File: src/core/ddl_pkg.sv
// constants for the host-side dual converter load controller
package ddl_pkg;
   localparam int unsigned DATA_W        = 12;
   localparam logic        SEL_FIRST     = 1'h0;
   localparam logic        SEL_SECOND    = 1'h1;
   localparam logic        STROBE_ON     = 1'h0;
   localparam logic        STROBE_OFF    = 1'h1;
   localparam logic [11:0] CODE_MIDSCALE = 12'h800;
   localparam logic [11:0] CODE_TOP      = 12'hfff;
   localparam logic [11:0] CODE_BOTTOM   = 12'h000;
   localparam logic [11:0] DATA_RST      = 12'h000;
   // strobe low width and setup/hold spacing, in ns
   localparam int unsigned T_STROBE_NS   = 50;
   localparam int unsigned CLK_NS        = 10;
   localparam logic [3:0]  STROBE_CYC    =
      4'((T_STROBE_NS + CLK_NS - 1) / CLK_NS);
   localparam logic [3:0]  CNT_ZERO      = 4'h0;
   localparam logic [3:0]  CNT_ONE       = 4'h1;

   typedef enum logic [1:0] {
      MODE_TWO_CYCLE   = 2'b00,
      MODE_DEFERRED    = 2'b01,
      MODE_LOAD_ONLY   = 2'b10,
      MODE_TIED_STROBE = 2'b11
   } ddl_mode_t;

   typedef enum logic [2:0] {
      ST_IDLE   = 3'b000,
      ST_SETUP1 = 3'b001,
      ST_WR1    = 3'b010,
      ST_SETUP2 = 3'b011,
      ST_WR2    = 3'b100,
      ST_LOAD   = 3'b101,
      ST_GAP    = 3'b110
   } ddl_state_t;
endpackage : ddl_pkg

File: src/core/ddl_host.sv
// host controller that drives the dual converter load pins
// Function
// - select low writes the first channel, high writes the second
// - two-cycle update: write one, then write other with load low
// - deferred update: two writes, then a separate load cycle
// - tied select and load strobe: second channel written first, both loaded with the first
`timescale 1ns/1ns
`default_nettype none
module ddl_host
   import ddl_pkg::*;
(
   // clock and reset
   input  wire logic              i_clk,
   input  wire logic              i_rst_n,
   // update request
   input  wire logic              i_req,
   input  wire ddl_mode_t         i_mode,
   input  wire logic [DATA_W-1:0] i_code_first,
   input  wire logic [DATA_W-1:0] i_code_second,
   output logic                   o_busy,
   output logic                   o_done,
   // converter pins
   output logic [DATA_W-1:0]      o_data,
   output logic                   o_chan_sel,
   output logic                   o_write_strobe_n,
   output logic                   output_load_strobe_n
);
   ddl_state_t        state_reg;
   ddl_mode_t         mode_reg;
   logic [3:0]        cnt_reg;
   logic [DATA_W-1:0] second_reg;
   logic              cnt_end;

   assign cnt_end = (cnt_reg == CNT_ONE) || (cnt_reg == CNT_ZERO);

   // sequencer; each phase lasts STROBE_CYC clocks, but in ST_WR2 the write strobe is low for one clock fewer
   always_ff @(posedge i_clk or negedge i_rst_n) begin
      if (!i_rst_n) begin
         state_reg            <= ST_IDLE;
         mode_reg             <= MODE_TWO_CYCLE;
         cnt_reg              <= CNT_ZERO;
         second_reg           <= DATA_RST;
         o_busy               <= 1'b0;
         o_done               <= 1'b0;
         o_data               <= DATA_RST;
         o_chan_sel           <= SEL_FIRST;
         o_write_strobe_n     <= STROBE_OFF;
         output_load_strobe_n <= STROBE_OFF;
      end else begin
         o_done <= 1'b0;
         if (cnt_reg != CNT_ZERO) begin
            cnt_reg <= cnt_reg - CNT_ONE;
         end
         case (state_reg)
            ST_IDLE: begin
               if (i_req) begin
                  mode_reg   <= i_mode;
                  second_reg <= i_code_second;
                  o_busy     <= 1'b1;
                  cnt_reg    <= STROBE_CYC;
                  if (i_mode == MODE_LOAD_ONLY) begin
                     state_reg            <= ST_LOAD;
                     output_load_strobe_n <= STROBE_ON;
                  end else begin
                     state_reg <= ST_SETUP1;
                     // tied strobe: second channel first, so select high
                     o_chan_sel <= (i_mode == MODE_TIED_STROBE) ?
                                   SEL_SECOND : SEL_FIRST;
                     o_data <= (i_mode == MODE_TIED_STROBE) ?
                               i_code_second : i_code_first;
                     output_load_strobe_n <= (i_mode == MODE_TIED_STROBE) ?
                                             STROBE_OFF : STROBE_OFF;
                  end
               end
            end
            ST_SETUP1: begin
               if (cnt_end) begin
                  state_reg        <= ST_WR1;
                  cnt_reg          <= STROBE_CYC;
                  o_write_strobe_n <= STROBE_ON;
               end
            end
            ST_WR1: begin
               if (cnt_end) begin
                  state_reg        <= ST_SETUP2;
                  cnt_reg          <= STROBE_CYC;
                  o_write_strobe_n <= STROBE_OFF; // data held stable here
               end
            end
            ST_SETUP2: begin
               if (cnt_end) begin
                  state_reg <= ST_WR2;
                  cnt_reg   <= STROBE_CYC;
                  // change select and data only with write strobe high
                  if (mode_reg == MODE_TIED_STROBE) begin
                     o_chan_sel           <= SEL_FIRST;
                     output_load_strobe_n <= STROBE_ON;
                     o_data               <= i_code_first;
                  end else begin
                     o_chan_sel <= SEL_SECOND;
                     o_data     <= second_reg;
                  end
               end else if (cnt_reg == STROBE_CYC) begin
                  o_data <= o_data;
               end
            end
            ST_WR2: begin
               // strobe falls one clock after select and data have moved
               o_write_strobe_n <= STROBE_ON;
               if (mode_reg == MODE_TWO_CYCLE) begin
                  output_load_strobe_n <= STROBE_ON;
               end
               if (cnt_end && !o_write_strobe_n) begin
                  o_write_strobe_n     <= STROBE_OFF;
                  output_load_strobe_n <= STROBE_OFF;
                  cnt_reg              <= STROBE_CYC;
                  state_reg <= (mode_reg == MODE_DEFERRED) ? ST_LOAD : ST_GAP;
                  if (mode_reg == MODE_DEFERRED) begin
                     output_load_strobe_n <= STROBE_ON;
                  end
               end
            end
            ST_LOAD: begin
               if (cnt_end && !output_load_strobe_n) begin
                  output_load_strobe_n <= STROBE_OFF;
                  cnt_reg              <= STROBE_CYC;
                  state_reg            <= ST_GAP;
               end
            end
            ST_GAP: begin
               if (cnt_end) begin
                  state_reg  <= ST_IDLE;
                  o_busy     <= 1'b0;
                  o_done     <= 1'b1;
                  o_chan_sel <= SEL_FIRST;
               end
            end
            default: begin
               state_reg <= ST_IDLE;
            end
         endcase
      end
   end

   // window bounds for the sequence checks, in clocks
   // generous on purpose: they catch a stalled sequencer, not a slow one
   localparam int DONE_WAIT_MAX   = 20;
   localparam int SECOND_WAIT_MAX = 15;
endmodule : ddl_host
`default_nettype wire

File: config.mk
export PLATFORM = sky130hd
export DESIGN_NAME = ddl_host
export DESIGN_NICKNAME = d
export VERILOG_FILES = /design/src/core/ddl_pkg.sv /design/src/core/ddl_host.sv
export SDC_FILE = /design/constraint.sdc
export NUM_CORES = 1
export LEC_CHECK = 0
export BUFFER_PORTS_ARGS = -buffer_cell sky130_fd_sc_hd__buf_2
export CAP_MARGIN = 20
export CELL_PAD_IN_SITES_DETAIL_PLACEMENT = 0
export CELL_PAD_IN_SITES_GLOBAL_PLACEMENT = 1
export CORE_MARGIN = 5
export CORE_UTILIZATION = 43
export CTS_BUF_LIST = sky130_fd_sc_hd__clkbuf_8
export DETAILED_ROUTE_END_ITERATION = 10
export PLACE_DENSITY_LB_ADDON = 0.3
export SYNTH_ARGS = -nofsm -noshare
export SYNTH_HDL_FRONTEND = slang
export SYNTH_SLANG_ARGS = --single-unit
File: constraint.sdc
create_clock -name i_clk -period 2.1 [get_ports i_clk]
set_clock_uncertainty 0.05 [all_clocks]
set_input_delay 0.315 -clock i_clk [delete_from_list [all_inputs] [get_ports i_clk]]
set_output_delay 0.315 -clock i_clk [all_outputs]
set_load 0.005 [all_outputs]
==> out/qor.yml <==
post-route-period-util_pct: 93.47
numPortBuffers: 45
synth.most_common_cell: "dfrtp_1"
finalCriticalPeriod_ns: 1.963
critPathTopFamily: "compound AO/OA/AOI/OAI gates"
drtIter0Drc: 88
r2r_setup_slack_ns: 0.14
syn_to_final_growth_pct: 18.27
p_leak_uw: 0.001150
setup.worst_path.start: "state_reg[0]$_DFFE_PN0P_"
diodes: 0
start_util_pct: 43.60
arrival_ns: 2.13
power_frac_seq_pct: 37.0
yosys.area.top_type: "dfrtp_1"
synth-main-ff-cell: "dfrtp_1"
maxSlewViolCount: 0
yosysTopAreaCellShare_pct: 40.98
combPwrFrac_pct: 48.4
antenna_found_initial: 0
fin_area_um2: 2600
slew_headroom_pct: 59.67
final_util_pct: 51.56
vias: 1818
synth_compound_area_share_pct: 16.22
power_density_nw_per_um2: 1412
cp-endpoint: "o_data[8]$_DFFE_PN0P_"
timing.fmax_ghz: 0.5094
postSynthAreaPerCell_um2: 10.27
grt_pass1_wl_um: 8735
synth_fa_ha_area_share_pct: 1.707
gp_congestion: 0.8446
syn_area_um2: 2198
synth_edf_count: 0
grt_use_total_pct: 17.20
final_layout_size_suffix_gt1_share_pct: 33.97
ys_ff_latch: 38
cp-start-kind: "register"
grt_pass1_vias: 1824
dieArea_um2: 6642
htree_levels: 2
netlist_instances: 214
netlist_top_cells_area: "dfrtp_1, mux2_2, mux2i_1"
synth_top_family_by_area: "simple AND/OR/NAND/NOR gates"
grt.overflow.total: 0
crit_path_max_incr_delay_ns: 0.46
yosys-mux-area-fraction_pct: 14.11
std_cell_rows: 26
swShare_pct: 39.79
dpl-instance-area_um2: 2496
peakVddDrop_uv: 578.0
path_class: "reg2reg"
cp_max_fo: 17
internal-power_uw: 2211
async_reset_ff_share_pct: 100.0
cp-end-kind: "register"
fillCellCount: 482
hp-class: "in2async"
core_area_um2: 5042
synth.yosys.seq_area_share_pct: 43.37
critPathSlowestCell: "o21ba_2"
clockBufferDepth: 2
synth-simple-area-share_pct: 16.62
yosys_warnings: 0
pwr-share-clk_pct: 14.6
dr.pass1.iters: 4
syn_nets: 246
cp.required_ns: 2.27
grt_start_max_net_pins: 39
tightest_slew_ns: 0.6050
path_cells: "buf_4, nand2b_1, nor3_1, o21ba_2, mux2i_1"
ant_nets: 0
nets: 293
routed_wl_um: 5166
drc_errors: 0
grt_setup_unrepaired: "no"
wl_per_cell_um: 15.56
dp_cells: 324
register_area_um2: 953.4
die_y_um: 81.50
die_width_um: 81.50
setup_viol: 0
drt-vias-per-instance: 5.476
cts_tree: "yes"
path_buf_inv: 1
cts.sinks: 38
worstRegToRegCells: 5
status: "complete, no violations"
stdcell_count: 332
synth_xor_xnor_area_share_pct: 0.7968
path_clk_slew_ns: 0.08
crit_cells: 5
reg2reg_from: "state_reg[0]$_DFFE_PN0P_"
p_switching_uw: 1461
multi_input_area_um2: 1096
dpl.hpwl_um: 3691
cts_buffers: 5
root_buffer: "clkbuf_8"
finalHoldViolations: 0
synth.distinct_cells: 49
r2r-end: "o_data[8]$_DFFE_PN0P_"
clk-insertion-delay-late_ns: 0.29
holdBufCountCts: 0
fin_total_pwr_uw: 3672
maxCapViolCount: 0
synth_common_cells: "dfrtp_1, inv_1, mux2_2, or3_1, o221ai_1"
pin_count: 46
tns_ns: 0
[routing by layer]
metal	GRT usage, %	up-vias	wire length (um)
met2	27.61	36	2502
met1	23.45	893	2451
met5	0	-	0
met4	5.743	0	43
li1	-	885	-
met3	2.961	4	169
[layout make-up]
class | instances | share of cell area, %
clock inverters | 2 | 0.4812
well taps | 70 | 3.369
flip-flops and latches | 38 | 36.67
repair buffers | 55 | 11.55
clock buffers | 6 | 3.176
inverters | 18 | 2.599
multi-input cells | 143 | 42.16
[how the worst min path moves through the flow]
stage	slack (ns)	from	cells after the start	to
floorplan	-0.03	i_rst_n	0	cnt_reg[0]$_DFF_PN0_
global placement	0.36	i_rst_n	2	o_data[10]$_DFFE_PN0P_
detailed placement	0.36	i_rst_n	2	second_reg[10]$_DFFE_PN0P_
CTS	0.04	i_rst_n	2	second_reg[10]$_DFFE_PN0P_
global route	0.06	i_rst_n	2	o_data[10]$_DFFE_PN0P_
finish	0.01	i_rst_n	2	second_reg[10]$_DFFE_PN0P_
[worst reg2reg max path: stages, from the launching register on]
cell	delay, ns
dfrtp_1	0.45
buf_4	0.22
nand2b_1	0.20
nor3_1	0.25
o21ba_2	0.46
mux2i_1	0.25
[cells in the final DEF, fill, tap and decap left out, types with 5 or more instances in the layout]
| master | n |
|---|---|
| inv_1 | 18 |
| or3_1 | 15 |
| clkbuf_8 | 6 |
| o221ai_1 | 14 |
| mux2_2 | 15 |
| nand2b_1 | 5 |
| buf_4 | 10 |
| o21ai_0 | 5 |
| nor2_1 | 5 |
| buf_2 | 45 |
| dfrtp_1 | 36 |
| nand2_1 | 9 |
| mux2i_1 | 13 |
| a21oi_1 | 5 |
| nor3_1 | 7 |
[cell families after synthesis]
| logic type | Yosys count |
|---|---|
| and+or+nand+nor | 62 |
| xor gates and xnor gates | 2 |
| adders and majority gates | 3 |
| DFF | 38 |
| buffers and inverters | 33 |
| muxes | 29 |
| AOI/OAI and AO/OA | 47 |
[per-stage QoR]
step	setup WS, ns	hold slack [ns]
after floorplan	0.2800	-0.03059
final	0.1371	0.01265
after detailed placement	0.01155	0.3556
after global placement	0.01835	0.3571
after CTS	0.02445	0.03630
after global routing	0.02424	0.06243
[power groups by stage]
| stage | registers (uW) | logic (uW) | clock network [uW] |
|---|---|---|---|
| after floorplan | 1310 | 1300 | 0 |
| after global placement | 1360 | 1760 | 0 |
| after detailed placement | 1370 | 1770 | 0 |
| after CTS | 1360 | 1780 | 544 |
| after global routing | 1420 | 1990 | 577 |
| final | 1360 | 1780 | 535 |
[repair_timing]
item	in CTS	in global routing
gates resized for setup	1	1
hold endpoints to repair	0	0
cloned	0	0
setup buffers	0	0
endpoints found under the setup margin	1	13
Note: power is estimated with default switching activity, not from simulation.
